===== src/uctl_pkg.sv =====
// constants and types shared by the serial control block
`default_nettype none
package uctl_pkg;
  // ----------------
  // register byte offsets
  // ----------------
  localparam logic [11:0] OFS_CTRL_ONE = 12'h000;
  localparam logic [11:0] OFS_CTRL_TWO = 12'h004;
  localparam logic [11:0] OFS_DATA = 12'h008;
  localparam logic [11:0] OFS_DIVISOR = 12'h00C;
  localparam logic [11:0] OFS_STATUS = 12'h010;
  // ----------------
  // serial_control_one fields
  // ----------------
  localparam int C1_GLOBAL_EN = 7;
  localparam int C1_DATA_LEN = 6;
  localparam int C1_PAR_EN = 5;
  localparam int C1_PAR_TYPE = 4;
  localparam int C1_STOP_CNT = 3;
  localparam int C1_BREAK = 2;
  localparam int C1_NINTH_RX = 1;
  localparam int C1_NINTH_TX = 0;
  // ----------------
  // serial_control_two fields
  // ----------------
  localparam int C2_TX_EN = 7;
  localparam int C2_RX_EN = 6;
  localparam int C2_SPEED = 5;
  localparam int C2_ADDR_DET = 4;
  localparam int C2_WAKE_EN = 3;
  localparam int C2_RX_IE = 2;
  localparam int C2_TRANSMITTER_IDLE_FLAG_IE = 1;
  localparam int C2_TEMPTY_IE = 0;
  // ----------------
  // reset values and timing counts
  // ----------------
  localparam logic [7:0] CTRL_ONE_RST = 8'h00;
  localparam logic [7:0] CTRL_TWO_RST = 8'h00;
  localparam logic [7:0] DIVISOR_RST = 8'h00;
  localparam logic [7:0] DATA_RST = 8'h00;
  localparam logic [5:0] OS_LOW_LAST = 6'h3F;
  localparam logic [5:0] OS_HIGH_LAST = 6'h0F;
  localparam logic [5:0] OS_LOW_HALF = 6'h1F;
  localparam logic [5:0] OS_HIGH_HALF = 6'h07;
  localparam logic [3:0] LAST_BIT_EIGHT = 4'h7;
  localparam logic [3:0] LAST_BIT_NINE = 4'h8;
  // ----------------
  // state types
  // ----------------
  typedef enum logic [2:0] {TX_IDLE, TX_START, TX_DATA, TX_PARITY, TX_STOP} uctl_tx_state_t;
  typedef enum logic [2:0] {RX_IDLE, RX_START, RX_DATA, RX_PARITY, RX_STOP} uctl_rx_state_t;
endpackage
`default_nettype wire


===== src/uctl_rate_if.sv =====
// link between the control logic and the rate divider
`default_nettype none
interface uctl_rate_if;
  logic [7:0] divisor;
  logic restart;
  logic tick;
  modport gen (input divisor, input restart, output tick);
  modport user (output divisor, output restart, input tick);
endinterface
`default_nettype wire


===== src/uctl_rate_gen.sv =====
// free running rate divider producing the oversampling tick
`default_nettype none
module uctl_rate_gen (
  input wire logic pclk,
  input wire logic presetn,
  uctl_rate_if.gen rate
);
  typedef struct packed {
    logic [7:0] cnt;
    logic tick;
  } uctl_rg_st_t;

  uctl_rg_st_t s_r;
  uctl_rg_st_t s_nxt;

  // ----------------
  // count down, reload on terminal count
  // ----------------
  always_comb begin
    s_nxt = s_r;
    s_nxt.tick = 1'b0;
    if (rate.restart) begin
      s_nxt.cnt = rate.divisor;
    end else if (s_r.cnt == 8'h00) begin
      s_nxt.cnt = rate.divisor; // [RULE6]
      s_nxt.tick = 1'b1; // [RULE21]
    end else begin
      s_nxt.cnt = 8'(s_r.cnt - 8'h01);
    end
  end

  always_ff @(posedge pclk or negedge presetn) begin
    if (!presetn) begin
      s_r <= '0;
    end else begin
      s_r <= s_nxt;
    end
  end

  assign rate.tick = s_r.tick;
endmodule
`default_nettype wire


===== src/uctl_top.sv =====
// serial transceiver control, data register and rate setup
//
// Notes on behaviour
// [RULE1] transmit enable low aborts, resets, floats TX
// [RULE2] transmitter drives TX only when both enabled
// [RULE3] receive enable low aborts, resets receiver
// [RULE4] receiver owns RX only when both enabled
// [RULE5] bit rate is clock over 64(N+1) or 16(N+1)
// [RULE6] free running 8-bit divider, N from 0 to 255
// [RULE7] address bit set marks address, may interrupt
// [RULE8] address bit clear discards word, no interrupt
// [RULE9] clock stopped plus wake: RX fall requests wake
// [RULE10] no wake request while clock runs
// [RULE11] wake disabled: RX falls ignored while stopped
// [RULE12] receive enable routes overrun, available onto request
// [RULE13] idle enable routes transmitter idle onto request
// [RULE14] empty enable routes transmit empty onto request
// [RULE15] one 8-bit data register both directions
// [RULE16] start, 8 or 9 data, parity, stop bits
// [RULE17] default frame eight bits, no parity, one stop
// [RULE18] LSB first, both directions share one rate
// [RULE19] global disable empties, resets flags, keeps setup
// [RULE20] length select picks 8 or 9, ninth separate
// [RULE21] divider ticks 16 or 64 times per bit
//
// Chosen here: register access over APB and the placing of the registers.
`default_nettype none
module uctl_top (
  input wire logic pclk,
  input wire logic presetn,
  input wire logic psel,
  input wire logic penable,
  input wire logic pwrite,
  input wire logic [11:0] paddr,
  input wire logic [31:0] pwdata,
  output logic [31:0] prdata,
  output logic pready,
  output logic pslverr,
  input wire logic rx_pin_in,
  input wire logic clock_stopped,
  output logic tx_pin_out,
  output logic tx_pin_oe,
  output logic rx_pin_claim,
  output logic wake_request,
  output logic serial_irq
);
  typedef struct packed {
    logic [7:0] ctrl_one;
    logic [7:0] ctrl_two;
    logic [7:0] divisor;
    logic [7:0] rx_data;
    logic [7:0] tx_hold;
    logic tx_empty, tx_idle, rx_avail, overrun, frame_err, parity_err;
    uctl_pkg::uctl_tx_state_t txs;
    logic [5:0] tx_ph;
    logic [3:0] tx_bit;
    logic [8:0] tx_sh;
    logic tx_par, tx_line, tx_oe;
    uctl_pkg::uctl_rx_state_t rxs;
    logic [5:0] rx_ph;
    logic [3:0] rx_bit;
    logic [8:0] rx_sh;
    logic rx_par, rx_s1, rx_s2, rx_prev, stop_s1, stop_s2, wake, irq, claim;
    logic [31:0] prdata;
    logic pready, pslverr;
  } uctl_st_t;

  uctl_st_t s_r;
  uctl_st_t s_nxt;
  uctl_rate_if rate ();

  uctl_rate_gen u_rate (
    .pclk(pclk),
    .presetn(presetn),
    .rate(rate)
  );

  logic setup, access, gen_on, tx_act, rx_act, rx_ninth, addr_bit, rd_err;
  logic [5:0] os_last;
  logic [5:0] os_half;
  logic [3:0] last_bit;
  logic [7:0] rx_byte;
  logic [31:0] rd_word;

  assign setup = psel & ~penable;
  assign access = psel & penable & s_r.pready;
  assign gen_on = s_r.ctrl_one[uctl_pkg::C1_GLOBAL_EN];
  assign tx_act = gen_on & s_r.ctrl_two[uctl_pkg::C2_TX_EN]; // [RULE2]
  assign rx_act = gen_on & s_r.ctrl_two[uctl_pkg::C2_RX_EN]; // [RULE4]
  assign os_last = s_r.ctrl_two[uctl_pkg::C2_SPEED] ? uctl_pkg::OS_HIGH_LAST
                                                    : uctl_pkg::OS_LOW_LAST; // [RULE5]
  assign os_half = s_r.ctrl_two[uctl_pkg::C2_SPEED] ? uctl_pkg::OS_HIGH_HALF
                                                    : uctl_pkg::OS_LOW_HALF;
  assign last_bit = s_r.ctrl_one[uctl_pkg::C1_DATA_LEN] ? uctl_pkg::LAST_BIT_NINE
                                                       : uctl_pkg::LAST_BIT_EIGHT; // [RULE20]
  assign rx_byte = s_r.ctrl_one[uctl_pkg::C1_DATA_LEN] ? s_r.rx_sh[7:0] : s_r.rx_sh[8:1];
  assign rx_ninth = s_r.rx_sh[8];
  assign addr_bit = s_r.ctrl_one[uctl_pkg::C1_DATA_LEN] ? rx_ninth : rx_byte[7]; // [RULE7]
  assign rate.divisor = s_r.divisor;
  assign rate.restart = ~gen_on | s_r.stop_s2; // [RULE19]

  // ----------------
  // read decode
  // ----------------
  always_comb begin
    rd_word = 32'h0000_0000;
    rd_err = 1'b0;
    case (paddr)
      uctl_pkg::OFS_CTRL_ONE: rd_word = {24'h00_0000, s_r.ctrl_one[7:1], 1'b0};
      uctl_pkg::OFS_CTRL_TWO: rd_word = {24'h00_0000, s_r.ctrl_two};
      uctl_pkg::OFS_DATA: rd_word = {24'h00_0000, s_r.rx_data}; // [RULE15]
      uctl_pkg::OFS_DIVISOR: rd_word = {24'h00_0000, s_r.divisor};
      uctl_pkg::OFS_STATUS: rd_word = {25'h000_0000, s_r.parity_err, s_r.frame_err,
                                       s_r.overrun, s_r.rxs == uctl_pkg::RX_IDLE,
                                       s_r.rx_avail, s_r.tx_idle, s_r.tx_empty};
      default: rd_err = 1'b1;
    endcase
  end

  // ----------------
  // next state
  // ----------------
  always_comb begin
    s_nxt = s_r;
    s_nxt.rx_s1 = rx_pin_in;
    s_nxt.rx_s2 = s_r.rx_s1;
    s_nxt.rx_prev = s_r.rx_s2;
    s_nxt.stop_s1 = clock_stopped;
    s_nxt.stop_s2 = s_r.stop_s1;
    s_nxt.pready = setup;
    if (setup) begin
      s_nxt.prdata = rd_word;
      s_nxt.pslverr = rd_err;
    end
    if (!tx_act) begin
      s_nxt.txs = uctl_pkg::TX_IDLE; // [RULE1]
      s_nxt.tx_oe = 1'b0; // [RULE1]
      s_nxt.tx_line = 1'b1;
      s_nxt.tx_empty = 1'b1; // [RULE1]
      s_nxt.tx_idle = 1'b1;
    end
    if (!rx_act) begin
      s_nxt.rxs = uctl_pkg::RX_IDLE; // [RULE3]
      s_nxt.rx_avail = 1'b0; // [RULE3]
      s_nxt.overrun = 1'b0;
      s_nxt.claim = 1'b0;
    end
    if (access && !s_r.pslverr) begin
      if (pwrite) begin
        case (paddr)
          uctl_pkg::OFS_CTRL_ONE: begin
            s_nxt.ctrl_one = {pwdata[7:2], s_r.ctrl_one[uctl_pkg::C1_NINTH_RX], pwdata[0]};
          end
          uctl_pkg::OFS_CTRL_TWO: s_nxt.ctrl_two = pwdata[7:0];
          uctl_pkg::OFS_DIVISOR: s_nxt.divisor = pwdata[7:0]; // [RULE6]
          uctl_pkg::OFS_DATA: begin
            if (s_nxt.tx_empty) begin
              s_nxt.tx_hold = pwdata[7:0]; // [RULE15]
              s_nxt.tx_empty = 1'b0;
              s_nxt.tx_idle = 1'b0;
            end
          end
          default: ;
        endcase
      end else if (paddr == uctl_pkg::OFS_DATA) begin
        s_nxt.rx_avail = 1'b0;
        s_nxt.overrun = 1'b0;
        s_nxt.frame_err = 1'b0;
        s_nxt.parity_err = 1'b0;
      end
    end
    // ----------------
    // transmitter
    // ----------------
    if (tx_act) begin
      s_nxt.tx_oe = 1'b1; // [RULE2]
      case (s_r.txs)
        uctl_pkg::TX_IDLE: begin
          s_nxt.tx_line = 1'b1;
          if (!s_nxt.tx_empty && rate.tick) begin // start on a tick: full start bit
            s_nxt.tx_sh = {s_r.ctrl_one[uctl_pkg::C1_NINTH_TX], s_nxt.tx_hold}; // [RULE20]
            s_nxt.tx_par = (s_r.ctrl_one[uctl_pkg::C1_DATA_LEN]
                            ? ^{s_r.ctrl_one[uctl_pkg::C1_NINTH_TX], s_nxt.tx_hold}
                            : ^s_nxt.tx_hold) ^ s_r.ctrl_one[uctl_pkg::C1_PAR_TYPE];
            s_nxt.tx_empty = 1'b1; // [RULE14]
            s_nxt.tx_idle = 1'b0;
            s_nxt.tx_line = 1'b0; // [RULE16]
            s_nxt.tx_ph = 6'h00;
            s_nxt.txs = uctl_pkg::TX_START;
          end else if (s_nxt.tx_empty) begin
            s_nxt.tx_idle = 1'b1; // [RULE13]
          end
        end
        uctl_pkg::TX_START, uctl_pkg::TX_DATA, uctl_pkg::TX_PARITY, uctl_pkg::TX_STOP: begin
          if (rate.tick) begin
            s_nxt.tx_ph = 6'(s_r.tx_ph + 6'h01);
            if (s_r.tx_ph == os_last) begin
              s_nxt.tx_ph = 6'h00;
              case (s_r.txs)
                uctl_pkg::TX_START: begin
                  s_nxt.txs = uctl_pkg::TX_DATA;
                  s_nxt.tx_line = s_r.tx_sh[0]; // [RULE18]
                  s_nxt.tx_bit = 4'h0;
                end
                uctl_pkg::TX_DATA: begin
                  s_nxt.tx_sh = {1'b0, s_r.tx_sh[8:1]};
                  s_nxt.tx_line = s_r.tx_sh[1]; // [RULE18]
                  s_nxt.tx_bit = 4'(s_r.tx_bit + 4'h1);
                  if (s_r.tx_bit == last_bit) begin
                    s_nxt.tx_bit = 4'h0;
                    if (s_r.ctrl_one[uctl_pkg::C1_PAR_EN]) begin
                      s_nxt.txs = uctl_pkg::TX_PARITY;
                      s_nxt.tx_line = s_r.tx_par; // [RULE16]
                    end else begin
                      s_nxt.txs = uctl_pkg::TX_STOP;
                      s_nxt.tx_line = 1'b1;
                    end
                  end
                end
                uctl_pkg::TX_PARITY: begin
                  s_nxt.txs = uctl_pkg::TX_STOP;
                  s_nxt.tx_line = 1'b1;
                  s_nxt.tx_bit = 4'h0;
                end
                default: begin
                  if (s_r.ctrl_one[uctl_pkg::C1_STOP_CNT] && s_r.tx_bit == 4'h0) begin
                    s_nxt.tx_bit = 4'h1; // [RULE16]
                  end else begin
                    s_nxt.txs = uctl_pkg::TX_IDLE;
                  end
                end
              endcase
            end
          end
        end
        default: s_nxt.txs = uctl_pkg::TX_IDLE;
      endcase
    end
    // ----------------
    // receiver
    // ----------------
    if (rx_act) begin
      s_nxt.claim = 1'b1; // [RULE4]
      case (s_r.rxs)
        uctl_pkg::RX_IDLE: begin
          if (!s_r.rx_s2 && s_r.rx_prev && !s_r.stop_s2) begin
            s_nxt.rxs = uctl_pkg::RX_START;
            s_nxt.rx_ph = 6'h00;
            s_nxt.rx_sh = 9'h000;
          end
        end
        uctl_pkg::RX_START: begin
          if (rate.tick) begin
            s_nxt.rx_ph = 6'(s_r.rx_ph + 6'h01);
            if (s_r.rx_ph == os_half) begin
              s_nxt.rx_ph = 6'h00;
              s_nxt.rx_bit = 4'h0;
              s_nxt.rxs = s_r.rx_s2 ? uctl_pkg::RX_IDLE : uctl_pkg::RX_DATA;
            end
          end
        end
        uctl_pkg::RX_DATA, uctl_pkg::RX_PARITY, uctl_pkg::RX_STOP: begin
          if (rate.tick) begin
            s_nxt.rx_ph = 6'(s_r.rx_ph + 6'h01);
            if (s_r.rx_ph == os_last) begin
              s_nxt.rx_ph = 6'h00;
              case (s_r.rxs)
                uctl_pkg::RX_DATA: begin
                  s_nxt.rx_sh = {s_r.rx_s2, s_r.rx_sh[8:1]}; // [RULE18]
                  s_nxt.rx_bit = 4'(s_r.rx_bit + 4'h1);
                  if (s_r.rx_bit == last_bit) begin
                    s_nxt.rxs = s_r.ctrl_one[uctl_pkg::C1_PAR_EN] ? uctl_pkg::RX_PARITY
                                                                 : uctl_pkg::RX_STOP;
                  end
                end
                uctl_pkg::RX_PARITY: begin
                  s_nxt.rx_par = s_r.rx_s2;
                  s_nxt.rxs = uctl_pkg::RX_STOP;
                end
                default: begin
                  s_nxt.rxs = uctl_pkg::RX_IDLE;
                  if (!(s_r.ctrl_two[uctl_pkg::C2_ADDR_DET] && !addr_bit)) begin // [RULE8]
                    if (s_nxt.rx_avail) begin
                      s_nxt.overrun = 1'b1;
                    end else begin
                      s_nxt.rx_data = rx_byte; // [RULE15]
                      s_nxt.ctrl_one[uctl_pkg::C1_NINTH_RX] = rx_ninth; // [RULE20]
                      s_nxt.rx_avail = 1'b1; // [RULE7]
                      s_nxt.frame_err = ~s_r.rx_s2;
                      s_nxt.parity_err = s_r.ctrl_one[uctl_pkg::C1_PAR_EN] &
                        (s_r.rx_par != ((s_r.ctrl_one[uctl_pkg::C1_DATA_LEN]
                                         ? ^{rx_ninth, rx_byte} : ^rx_byte)
                                        ^ s_r.ctrl_one[uctl_pkg::C1_PAR_TYPE]));
                    end
                  end
                end
              endcase
            end
          end
        end
        default: s_nxt.rxs = uctl_pkg::RX_IDLE;
      endcase
    end
    // ----------------
    // wake request
    // ----------------
    if (!s_r.stop_s2) begin
      s_nxt.wake = 1'b0; // [RULE10]
    end else if (s_r.ctrl_two[uctl_pkg::C2_WAKE_EN] && !s_r.rx_s2 && s_r.rx_prev) begin
      s_nxt.wake = 1'b1; // [RULE9] [RULE11]
    end
    // ----------------
    // global disable
    // ----------------
    if (!s_nxt.ctrl_one[uctl_pkg::C1_GLOBAL_EN]) begin
      s_nxt.ctrl_two[uctl_pkg::C2_TX_EN] = 1'b0; // [RULE19]
      s_nxt.ctrl_two[uctl_pkg::C2_RX_EN] = 1'b0; // [RULE19]
      s_nxt.ctrl_one[uctl_pkg::C1_BREAK] = 1'b0;
      s_nxt.rx_avail = 1'b0;
      s_nxt.overrun = 1'b0;
      s_nxt.frame_err = 1'b0;
      s_nxt.parity_err = 1'b0;
      s_nxt.tx_empty = 1'b1;
      s_nxt.tx_idle = 1'b1;
    end
    // ----------------
    // shared interrupt request
    // ----------------
    s_nxt.irq =
      (s_r.ctrl_two[uctl_pkg::C2_RX_IE] & (s_nxt.rx_avail | s_nxt.overrun)) | // [RULE12]
      (s_r.ctrl_two[uctl_pkg::C2_RX_IE] & s_nxt.wake) | // [RULE9]
      (s_r.ctrl_two[uctl_pkg::C2_TRANSMITTER_IDLE_FLAG_IE] & s_nxt.tx_idle) | // [RULE13]
      (s_r.ctrl_two[uctl_pkg::C2_TEMPTY_IE] & s_nxt.tx_empty); // [RULE14]
  end

  // ----------------
  // state register
  // ----------------
  always_ff @(posedge pclk or negedge presetn) begin
    if (!presetn) begin
      s_r <= '0;
      s_r.ctrl_one <= uctl_pkg::CTRL_ONE_RST; // [RULE17]
      s_r.ctrl_two <= uctl_pkg::CTRL_TWO_RST;
      s_r.divisor <= uctl_pkg::DIVISOR_RST;
      s_r.rx_data <= uctl_pkg::DATA_RST;
      s_r.tx_empty <= 1'b1;
      s_r.tx_idle <= 1'b1;
      s_r.tx_line <= 1'b1;
      s_r.rx_s1 <= 1'b1;
      s_r.rx_s2 <= 1'b1;
      s_r.rx_prev <= 1'b1;
      s_r.txs <= uctl_pkg::TX_IDLE;
      s_r.rxs <= uctl_pkg::RX_IDLE;
    end else begin
      s_r <= s_nxt;
    end
  end

  assign prdata = s_r.prdata;
  assign pready = s_r.pready;
  assign pslverr = s_r.pslverr;
  assign tx_pin_out = s_r.tx_line;
  assign tx_pin_oe = s_r.tx_oe;
  assign rx_pin_claim = s_r.claim;
  assign wake_request = s_r.wake;
  assign serial_irq = s_r.irq;
endmodule
`default_nettype wire


===== config.mk =====
export PLATFORM = sky130hd
export DESIGN_NAME = uctl_top
export DESIGN_NICKNAME = d
export VERILOG_FILES = /design/src/uctl_pkg.sv /design/src/uctl_rate_if.sv /design/src/uctl_rate_gen.sv /design/src/uctl_top.sv
export SDC_FILE = /design/constraint.sdc
export NUM_CORES = 1
export LEC_CHECK = 0
export ABC_AREA = 1
export BUFFER_PORTS_ARGS = -buffer_cell sky130_fd_sc_hd__buf_2
export CAP_MARGIN = 20
export CELL_PAD_IN_SITES_DETAIL_PLACEMENT = 0
export CELL_PAD_IN_SITES_GLOBAL_PLACEMENT = 2
export CORE_ASPECT_RATIO = 0.8
export CORE_MARGIN = 8
export CORE_UTILIZATION = 25
export DETAILED_ROUTE_END_ITERATION = 7
export GPL_ROUTABILITY_DRIVEN = 0
export PLACE_DENSITY = 0.64
export SKIP_CTS_REPAIR_TIMING = 1
export SYNTH_ARGS = -nofsm -noshare
export SYNTH_HDL_FRONTEND = slang
export SYNTH_SLANG_ARGS = --single-unit

===== constraint.sdc =====
create_clock -name pclk -period 3.1 [get_ports pclk]
set_input_delay 0.62 -clock pclk [delete_from_list [all_inputs] [get_ports pclk]]
set_output_delay 0.62 -clock pclk [all_outputs]
set_load 0.01 [all_outputs]

* After elaboration in Yosys (flattened, before gate mapping)
Cells that the tools add are included.
Storage, ports and cells: bits in registers 145, bits of input ports 51, output and inout port bits 39, logic and storage cells 241
Operators by class: add/sub/neg operators 5, equality and inequality tests 32, multiplexer cells 96, bitwise operators 23, reductions and logical operators 46
Operators by type and width (count):
- two-way mux 23 bit | 3
- two-way mux 24 bit | 2
- two-way mux 4 bit | 12
- two-way mux 8 bit | 6
- two-way mux 22 bit | 2
- one-hot mux 8 bit (5 select lines) | 1
- two-way mux 13 bit | 3
- two-way mux 9 bit | 4
- one-hot mux 9 bit (2 select lines) | 2
- two-way mux 10 bit | 3
- two-way mux 1 bit | 28
- two-way mux 25 bit | 1
- == test 12 x 4 -> 1 bit (second input constant) | 2
- two-way mux 3 bit | 6
- one-hot mux 3 bit (3 select lines) | 2
- one-hot mux 6 bit (3 select lines) | 1
- AND reduction 3 bit | 6
- XOR reduction 9 bit | 2
- two-way mux 2 bit | 8
- one-hot mux 4 bit (2 select lines) | 2
- XOR reduction 8 bit | 2
- AND reduction 5 bit | 3
- two-way mux 14 bit | 1
- != test 2 x 1 -> 1 bit (second input constant) | 7
- other kinds (39) | 93

* Logic depth before layout (Yosys ltp)
Gate-level depths: netlist (run 1).
depth in word-level cells 19, depth in mapped cells 19, gate-level depth less buffers 18

* Modules after synthesis
A second synthesis (run 1) with hierarchy kept.
Unflattened totals: cell total of the unflattened synthesis 904, area total of the unflattened synthesis 7080.5 um^2
By module, submodules not included:
- uctl_top | times used 1, cells an instance 819, area each 6500.0 um^2, seq. area each 2810.2 um^2
- uctl_rate_gen | times used 1, cells an instance 85, area each 580.6 um^2, seq. area each 225.2 um^2

* Worst setup path after synthesis (run 1)
OpenSTA, ideal clock, no wires.
kind input to register, from in paddr[8], to reg s_r[68] in the netlist's numbering, library setup time 0.125 ns, arrival time 2.062 ns, data required time 2.975 ns, setup slack 0.913 ns, stages on the path 14, buffers on the path 0, cells stage by stage inv_1 > nand2_2 > nor2_4 > nand2_2 > nor2_8 > nand2_1 > nand2_2 > nand2_2 > inv_1 > nor2_1 > inv_1 > nand2_2 > nor2_8 > mux2_4
On the way: cells in the longest elaborated chain, start to end 8, elaborated cells between the ends (all ways) 10, those cells by class eq/ne: 2; mux: 5; reduce/logical: 3
RTL lines:
- start, declared | line uctl_top.sv:34 | input wire logic [11:0] paddr,
- == test 12 x 4 -> 1 bit (*) | line uctl_top.sv:150 | case (paddr)
- two-way mux 10 bit (*) | line uctl_top.sv:150
- two-way mux 10 bit (*) | line uctl_top.sv:149 | if (pwrite) begin
- two-way mux 14 bit (*) | line uctl_top.sv:148 | if (access && !s_r.pslverr) begin
- logical NOT 1 bit | line uctl_top.sv:180 | if (!s_nxt.tx_empty && rate.tick) begin
- logical AND 1 bit | line uctl_top.sv:180
- != test 2 bit (no line)
- AND reduction 6 bit (no line)
- end signal, assigned | line uctl_top.sv:355 | s_r <= s_nxt;
- end, declared | line uctl_top.sv:68 | uctl_st_t s_r;
Mark *: on every way between the ends. The rest lies on a longest branch, timed or not. The select of a mux whose other input is x is not followed. A chain may end at the register's enable or synchronous reset.

* Final worst setup path (run 1)
from reg s_r[57] in the netlist's numbering, to reg s_r[111] in the netlist's numbering
On the way: cells in the longest elaborated chain, start to end 2
RTL lines:
- == test 6 bit | line uctl_top.sv:265 | if (s_r.rx_ph == os_last) begin
- AND reduction 7 bit (no line)
No other way between the ends.

==> flow_summary.ini, run 1 <==
[status]
outcome = complete, no violations

[worst_setup_path]
path_cells = ha_1, nand2_1, inv_1, nand2_1, nor3_2, nand2_1, inv_2, nand3_1, a21oi_2, buf_4, mux2_2, inv_1
cp-end-kind = register
worstPathMaxFanout = 14
cpPeakStageDelay_ns = 0.36
cp.buffers_inverters = 4
arrival_ns = 2.67
critPathKind = reg2reg
startpoint_type = register
critical_path.top_delay_family = simple AND/OR/NAND/NOR gates
critPathSlowestCell = dfrtp_1
crit_top_cell = nand2_1
required_ns = 3.47

[power_and_ir_drop]
p_leak_uw = 0.00406
powerDensity_mw_per_mm2 = 480
fin_total_pwr_uw = 3860
peakVddDrop_mv = 0.413

[clock_network]
cts_tree = done
path_clk_slew_ns = 0.06
clk_latency_ns = 0.43
cts_root_buffer = clkbuf_16
cts_buffer_depth = 2
htreeDepth = 4
cts_num_sinks = 121
cts_made_buffers = 17

[logic_synthesis]
ys_seq_area_share_pct = 43.9
ys_ff_latch = 121
ys_warn_count = 0
synth_area_leaders = dfrtp_1, nand2_1, inv_1
synth_top_area_share_pct = 41.7
syn-instance-count = 904
synth_cell_types = 53
synth_top_area_cell = dfrtp_1
avgSynthCellArea_um2 = 7.64
syn_area_mm2 = 0.00691

[drt]
drtIter0Drc = 339
vias = 5659
antenna_left = 0
via_per_inst = 4.26
routed_wl_um = 19400
wl_per_cell_um = 14.6
firstDrtPassIters = 6
drc = 0

[final_layout]
multiInputGateArea_mm2 = 0.00299
area_growth_syn_to_layout_pct = 16.5
fin_nets = 1010
final_cell_mix = nand2_1, inv_1, dfrtp_1, o21ai_0, nor2_1
drive_above_1_share_pct = 13.0
final_common_cell = nand2_1
n_antenna_cell = 0
fillerInstances = 2947
register_area_mm2 = 0.00304

[sta]
slew_headroom_pct = 55.9
post-route-min-period_ns = 2.30
rsz0062_at_grt = false
fin_tns_setup_ns = 0
drv_slew = 0
fmax_mhz = 435
setup_viol = 0
hold_violations = 0
tightest_slew_ns = 0.661
period_share_pct = 74.1
finalClockSkew_ns = 0.0106

[die]
ios = 90
initial_core_util_pct = 25.4
core_mm2 = 0.0272
fp.dieW_um = 202
die_height_um = 165
rows = 54
die_area_mm2 = 0.0332

[job]
maxCapViolCount = 0

[placement]
port_buffers = 41
hpwl_um = 14700

[grt]
overflow = 0
grt_pass1_wl_um = 31600
grt_start_max_net_pins = 62
antenna_found_initial = 0
grt_pass1_vias = 5611
grtUsageTotal_pct = 12.2

[hold_path]
min_path_type = in2async
stage by stage:
| stage | worst slack, ns | std cells | cell area (um^2) | hold WS [ns] | util (%) |
|---|---|---|---|---|---|
| after detailed placement | 0.445 | 1297 | 7430 | 0.337 | 27.3 |
| after CTS | 0.769 | 1329 | 8050 | 0.199 | 29.6 |
| after global placement | 0.457 | 1297 | 7430 | 0.335 | 27.3 |
| after global routing | 0.527 | 1329 | 8050 | 0.228 | 29.6 |
| final | 0.802 | 1329 | 8050 | 0.178 | 29.6 |
| after floorplan | 0.913 | 927 | 6990 | 0.324 | - |
path summary, 6_finish.rpt:
kind	start	to	slack, ns	cells past startpoint
setup / recovery	s_r[57]	s_r[111]	0.80	12
hold / removal	presetn	s_r[106]	0.18	1
setup reg to reg	s_r[57]	s_r[111]	0.80	12
hold reg to reg	s_nxt[37]	s_r[37]	0.35	0
max in group asynchronous	presetn	s_r[95]	2.22	2
min in group pclk	rx_pin_in	s_nxt[40]	0.29	1
cells by family after synthesis:
group | count (synthesis) | share of synthesized area (%)
XOR/XNOR | 17 | 2.16
flip-flops | 121 | 43.9
buffers and inverters | 217 | 14.1
other | 1 | 0.0543
AND/OR/NAND/NOR | 368 | 23.5
adder cells (fa/ha/maj) | 7 | 1.27
AO/OA/AOI/OAI | 165 | 13.7
multiplexers | 8 | 1.32
layout make-up:
type | instances | area share [%]
repair buffers | 52 | 3.81
inverters | 171 | 7.97
multi-input cells | 589 | 37.1
well taps | 364 | 5.66
clock buffers | 19 | 5.63
flip-flops and latches | 121 | 37.7
clock inverters | 13 | 2.11
state kept, by name, summed over array words and instances, names as in the netlist:
register	count
tx_pin_out	1
rx_ninth	1
wake_request	1
rate.divisor	8
rx_pin_claim	1
pready	1
u_rate.s_r	8
tx_pin_oe	1
s_r	84
gen_on	1
serial_irq	1
prdata	8
u_rate.rate.tick	1
s_nxt	3
pslverr	1
power by group:
group	internal (uW)	total [uW]	leakage [uW]	switching, uW
combinational	39.9	139	0.00222	98.9
sequential	1600	1610	0.00156	11.0
clock	1310	2110	0.000284	803
per-layer routing:
layer / vias up / GRT usage [%] / part of all wire (%)
li1: 2940 / - / -
met1: 2651 / 17.8 / 55
met2: 50 / 17.7 / 42
met3: 18 / 2.82 / 2.3
met4: 0 / 3.51 / 1.0
met5: - / 0 / 0
worst register-to-register path, delay by kind of cell, from the launching register on:
| family | cells | cell delay (ns) |
|---|---|---|
| simple gates | 5 | 0.77 |
| fa+ha+maj | 1 | 0.17 |
| compound gates | 1 | 0.12 |
| buf+inv | 4 | 0.48 |
| mux | 1 | 0.35 |
| flops | 1 | 0.36 |
cell usage after synthesis (all sizes together):
cell	number
clkbuf	8
inv	170
nor4	2
or2	1
mux2i	2
nor3b	1
o211ai	4
nor3	17
o21ai	83
nand4	8
or3	1
o21a	1
conb	1
ha	7
a22oi	2
buf	38
o221ai	3
nor2	78
a31oi	3
a21oi	34
xor2	8
xnor2	9
a21boi	1
nand3b	3
a211oi	2
o41ai	3
dfstp	6
clkinv	1
a221oi	1
a41oi	3
dfrtp	115
o22ai	21
o22a	2
and3	2
nand3	53
nand2	202
o31ai	2
mux2	6
No activity file was read; power rests on OpenSTA's default activity.
==> inputs of run 2 (changes only) <==
- clock period: 3.1 -> 2.25 ns (I/O delays scaled with it)
==> run 2 against run 1 <==
Effect of this change:
- critical path depth unchanged
- critical path type unchanged
- combinational power up 50%
- clock power up 30%
- the run now ends with negative hold slack left
- largest power group unchanged
- sequential power up 37%
- hold slack worse by 0.19 ns
- clock skew about the same
- die area unchanged
- routed wire length up 2.1%
- critical endpoint is now s_r[110]
==> flow_summary.ini, run 2 (synthesis gave the netlist of run 1 again) <==
[sta]
rsz0062_at_grt = false
tightest_slew_ns = 0.592
slew_headroom_pct = 60.5
setup_slack_ns = 0.223
finalClockSkew_ns = 0.0108
fin_tns_setup_ns = 0
setup_viol = 0
hold_slack_ns = -0.00973
fmax_mhz = 493
hold_violations = 2
drv_slew = 0
post-route-min-period_ns = 2.03
period_share_pct = 90.1

[worst_setup_path]
regToRegStartpoint = s_r[57]
startpoint_type = register
cp-end-kind = register
cpPeakStageDelay_ns = 0.35
worstPathMaxFanout = 14
critical_path.top_delay_family = simple AND/OR/NAND/NOR gates
cp.buffers_inverters = 4
arrival_ns = 2.40
required_ns = 2.62
critPathLaunch = s_r[57]
path_cells = ha_1, nand2_1, inv_1, nand2_1, nor3_2, nand2_1, inv_2, nand3_1, a21oi_2, buf_12, mux2_2, inv_1
critPathSlowestCell = dfrtp_1
crit_top_cell = nand2_1
critPathKind = reg2reg

[grt]
grt_pass1_vias = 5820
overflow = 0
antenna_found_initial = 0
grt_pass1_wl_um = 32000
grt_start_max_net_pins = 53
grtUsageTotal_pct = 12.3

[clock_network]
cts_tree = done
cts_num_sinks = 121
cts_buffer_depth = 2
cts_made_buffers = 17
path_clk_slew_ns = 0.07
clk_latency_ns = 0.43
cts_root_buffer = clkbuf_16
htreeDepth = 4

[final_layout]
final_common_cell = nand2_1
n_antenna_cell = 0
area_growth_syn_to_layout_pct = 22.0
regMostFlops = s_r
largest_reg_flops = 84
fin_nets = 1060
fillerInstances = 2999
drive_above_1_share_pct = 17.7
final_cell_mix = nand2_1, inv_1, dfrtp_1, o21ai_0, nor2_1

[power_and_ir_drop]
peakVddDrop_mv = 0.539
p_leak_uw = 0.00429
fin_total_pwr_uw = 5170
powerDensity_mw_per_mm2 = 613

[die]
fp.dieW_um = 202
die_area_mm2 = 0.0332
rows = 54
ios = 90
core_mm2 = 0.0272
die_height_um = 165
initial_core_util_pct = 25.4

[placement]
hpwl_um = 15300
dpl_worst_slack_ns = -0.0407
port_buffers = 41

[status]
violations = negative hold slack
outcome = finished, violations left

[drt]
vias = 5899
wl_per_cell_um = 14.3
via_per_inst = 4.28
routed_wl_um = 19800
drtIter0Drc = 319
antenna_left = 0
drc = 0
firstDrtPassIters = 4

[job]
maxCapViolCount = 0

[hold_path]
min_path_type = in2async
==> run 2: cell types whose count changed in the layout (fill, tap and decap cells not counted), moves of 2 or more <==
cell	change
buf_4	+48
buf_12	+2
clkbuf_8	-2
clkinv_4	-2
clkinvlp_4	+2
nor2_1	-2
nor2_2	+2
o21ai_1	-2
o21ai_2	+2
==> run 2: report_power, final <==
group	switching, uW	internal, uW
Sequential	15.8	2200
Clock	1110	1630
Combinational	142	66.8
==> run 2: worst paths after layout <==
check                           cells past startpoint  slack [ns]    endpoint
worst max register to register                     12        0.22    s_r[110]
max in group asynchronous                           2        1.64  tx_pin_out
worst min register to register                      0        0.35     s_r[37]
min in group pclk                                   1        0.13   s_nxt[40]
worst max-delay path                               12        0.22    s_r[110]
worst min-delay path                                1       -0.01     s_r[47]
==> run 2: stage by stage <==
| step | util [%] | std cells | hold slack [ns] | cell area [um^2] |
|---|---|---|---|---|
| 2_1_floorplan | - | 927 | 0.154 | 6990 |
| 3_3_place_gp | 28.7 | 1347 | 0.338 | 7830 |
| 3_5_place_dp | 28.7 | 1347 | 0.338 | 7830 |
| 4_1_cts | 30.9 | 1379 | -0.00658 | 8410 |
| 5_1_grt | 30.9 | 1379 | 0.00742 | 8430 |
| 6_report | 30.9 | 1379 | -0.00973 | 8430 |
==> run 2: worst register-to-register path, delay by kind of cell, from the launching register on <==
family	cells	cell delay (ns)
simple gates	5	0.59
fa+ha+maj	1	0.17
flops	1	0.35
buf+inv	4	0.35
compound gates	1	0.18
mux	1	0.34
==> run 2: area by class of cell <==
type / instances / area, um^2 / share of cell area (%)
Tap cell: 364 / 455 / 5.41
Clock buffer: 18 / 429 / 5.09
Inverter: 171 / 642 / 7.62
Multi-Input combinational cell: 589 / 3000 / 35.7
Timing Repair Buffer: 102 / 707 / 8.39
Clock inverter: 14 / 151 / 1.80
Sequential cell: 121 / 3040 / 36.0
==> run 2: metal layers <==
metal	up-vias	share of wire, %	GRT usage (%)
met5	-	0	0
met4	0	1.1	3.51
met3	15	2.8	2.74
met2	53	42	17.7
met1	2786	54	18.2
li1	3045	-	-
==> inputs of run 3 (changes only) <==
- ABC_AREA: 1 -> 0
- PLACE_DENSITY: 0.64 -> 0.6
==> run 3 against run 2 <==
Effect of this change:
- highest routed layer unchanged
- hold slack improved by 0.0029 ns
- routed wire length shrank 6.1%
- via count is 13% lower
- critical path type unchanged
- utilization rose by 0.59 points
- critical endpoint is now s_r[72]
- largest cell class is now multi-input combinational cells
- combinational power is 13% lower
- sequential power about the same
- the flow still finishes with violations (negative hold slack)
==> flow_summary.ini, run 3 <==
[power_and_ir_drop]
p_sw_uw = 1120
p_leak_uw = 0.00369
peakVddDrop_mv = 0.518
p_sw_share_pct = 21.9
pwr-share-seq_pct = 42.7
powerDensity_mw_per_mm2 = 626
pwr-share-comb_pct = 3.5
p_int_uw = 4000
pwr-share-clk_pct = 53.8

[worst_setup_path]
critPathSlowestCell = or4_4
required_ns = 2.55
arrival_ns = 2.53
critPathKind = reg2reg
cp.buffers_inverters = 0
path_cells = and4b_1, nand2_2, or4_4, mux2_4, a221o_1, a21boi_1
startpoint_type = register
critical_path.top_delay_family = simple AND/OR/NAND/NOR gates
reg2regPathDepth = 6
worstPathMaxFanout = 5
crit_cells = 6
cp-end-kind = register
cpPeakStageDelay_ns = 0.53

[placement]
dp_cells = 1074
port_buffers = 41
hpwl_um = 14000

[grt]
met3_usage_pct = 2.91
overflow = 0
top_usage_layer = met2
use_met1_pct = 16.4
grt_pass1_vias = 5218
grtUsageTotal_pct = 11.8
grt_pass1_wl_um = 29200
met2_usage_pct = 17.8
antenna_found_initial = 0
grt_start_max_net_pins = 51

[sta]
drv_slew = 0
slew_headroom_pct = 54.6
period_share_pct = 99.1
hold_violations = 6
fmax_mhz = 449
setup_viol = 0
rsz0062_at_grt = true
finalClockSkew_ns = 0.0102
tightest_slew_ns = 0.664
hold_slack_ns = -0.00678
post-route-min-period_ns = 2.23

[logic_synthesis]
synth_top_area_share_pct = 43.9
synth.most_common_cell = dfrtp_1
synthTopCellsByCount = dfrtp_1, nand2_1, o21ai_0
synth-async-reset-ratio_pct = 100
synth_edf_count = 0
synth_area_leaders = dfrtp_1, mux2_2, xnor2_1
syn-instance-count = 646
avgSynthCellArea_um2 = 10.1
ys_warn_count = 0
syn_area_mm2 = 0.00655
synth_top_area_cell = dfrtp_1
ys_seq_area_share_pct = 46.3
synth_cell_types = 73
ys_dominant_reg_cell = dfrtp_1
ys_ff_latch = 121

[die]
core_mm2 = 0.0260
rows = 53
ios = 90
die_area_mm2 = 0.0317
initial_core_util_pct = 25.2
fp.dieW_um = 197
die_height_um = 161

[clock_network]
cts_root_buffer = clkbuf_16
cts_made_buffers = 17
path_clk_slew_ns = 0.05
cts_buffer_depth = 2
cts_num_sinks = 121
clk_latency_ns = 0.42
htreeDepth = 4
cts_tree = done

[final_layout]
final_common_cell = dfrtp_1
n_antenna_cell = 0
finish.utilization_pct = 31.5
layout.cells.non_filler = 1108
regMostFlops = s_r
area_growth_syn_to_layout_pct = 25.1
drive_above_1_share_pct = 27.8
largest_reg_flops = 84
fin_nets = 796
final_cell_mix = dfrtp_1, nand2_1, buf_4, o21ai_0, buf_2

[drt]
vias = 5121
routed_wl_um = 18600
antenna_left = 0
via_per_inst = 4.62
drc = 0
firstDrtPassIters = 7
wl_per_cell_um = 16.8
drtIter0Drc = 324

[status]
outcome = finished, violations left
violations = negative hold slack

[job]
maxCapViolCount = 0

[hold_path]
min_path_type = in2async
## run 3: stage by stage
stage               area, um^2  total power, uW  setup slack [ns]  TNS [ns]
finish                    8200             5130            0.0212         0
floorplan                 6670             2320            -0.214     -1.72
detailed placement        7530             2410            -0.383     -5.29
global placement          7530             2410            -0.344     -4.76
global route              8200             5340           -0.0349    -0.138
CTS                       8130             5210           -0.0797    -0.550
## run 3: routing by layer
metal  up-vias  share of wire [%]
met4         0               0.83
met3        11                3.8
met1      2569                 50
li1       2458                  -
met5         -                  0
met2        83                 45
## run 3: power groups by stage
stage / Clock (uW) / Sequential (uW) / Combinational [uW]
6_report: 2760 / 2190 / 181
3_3_place_gp: 0 / 2230 / 180
2_1_floorplan: 0 / 2230 / 95.2
5_1_grt: 2940 / 2190 / 204
3_5_place_dp: 0 / 2230 / 184
4_1_cts: 2840 / 2190 / 184
## run 3: final timing paths
check	startpoint	end	slack [ns]
hold reg to reg	s_nxt[40]	s_nxt[39]	0.36
setup reg to reg	pslverr	s_r[72]	0.02
hold / removal	presetn	s_r[78]	-0.007
max in group asynchronous	presetn	s_r[39]	1.55
min in group pclk	rx_pin_in	s_nxt[40]	0.13
setup / recovery	pslverr	s_r[72]	0.02
## run 3: logic make-up after synthesis
kind of cell | count (synthesis) | share of synthesized area [%]
AO/OA/AOI/OAI | 158 | 17.0
XOR/XNOR | 32 | 4.28
multiplexers | 44 | 7.81
flip-flops | 121 | 46.3
adder cells (fa/ha/maj) | 8 | 1.49
AND/OR/NAND/NOR | 197 | 16.2
buffers and inverters | 85 | 6.86
other | 1 | 0.0572
## run 3: layout make-up
class / instances / area (um^2)
clock buffers: 20 / 447
clock inverters: 12 / 150
fillers: 2701 / 17800
inverters: 26 / 97.6
multi-input cells: 464 / 3230
flip-flops and latches: 121 / 3040
well taps: 357 / 447
repair buffers: 108 / 786
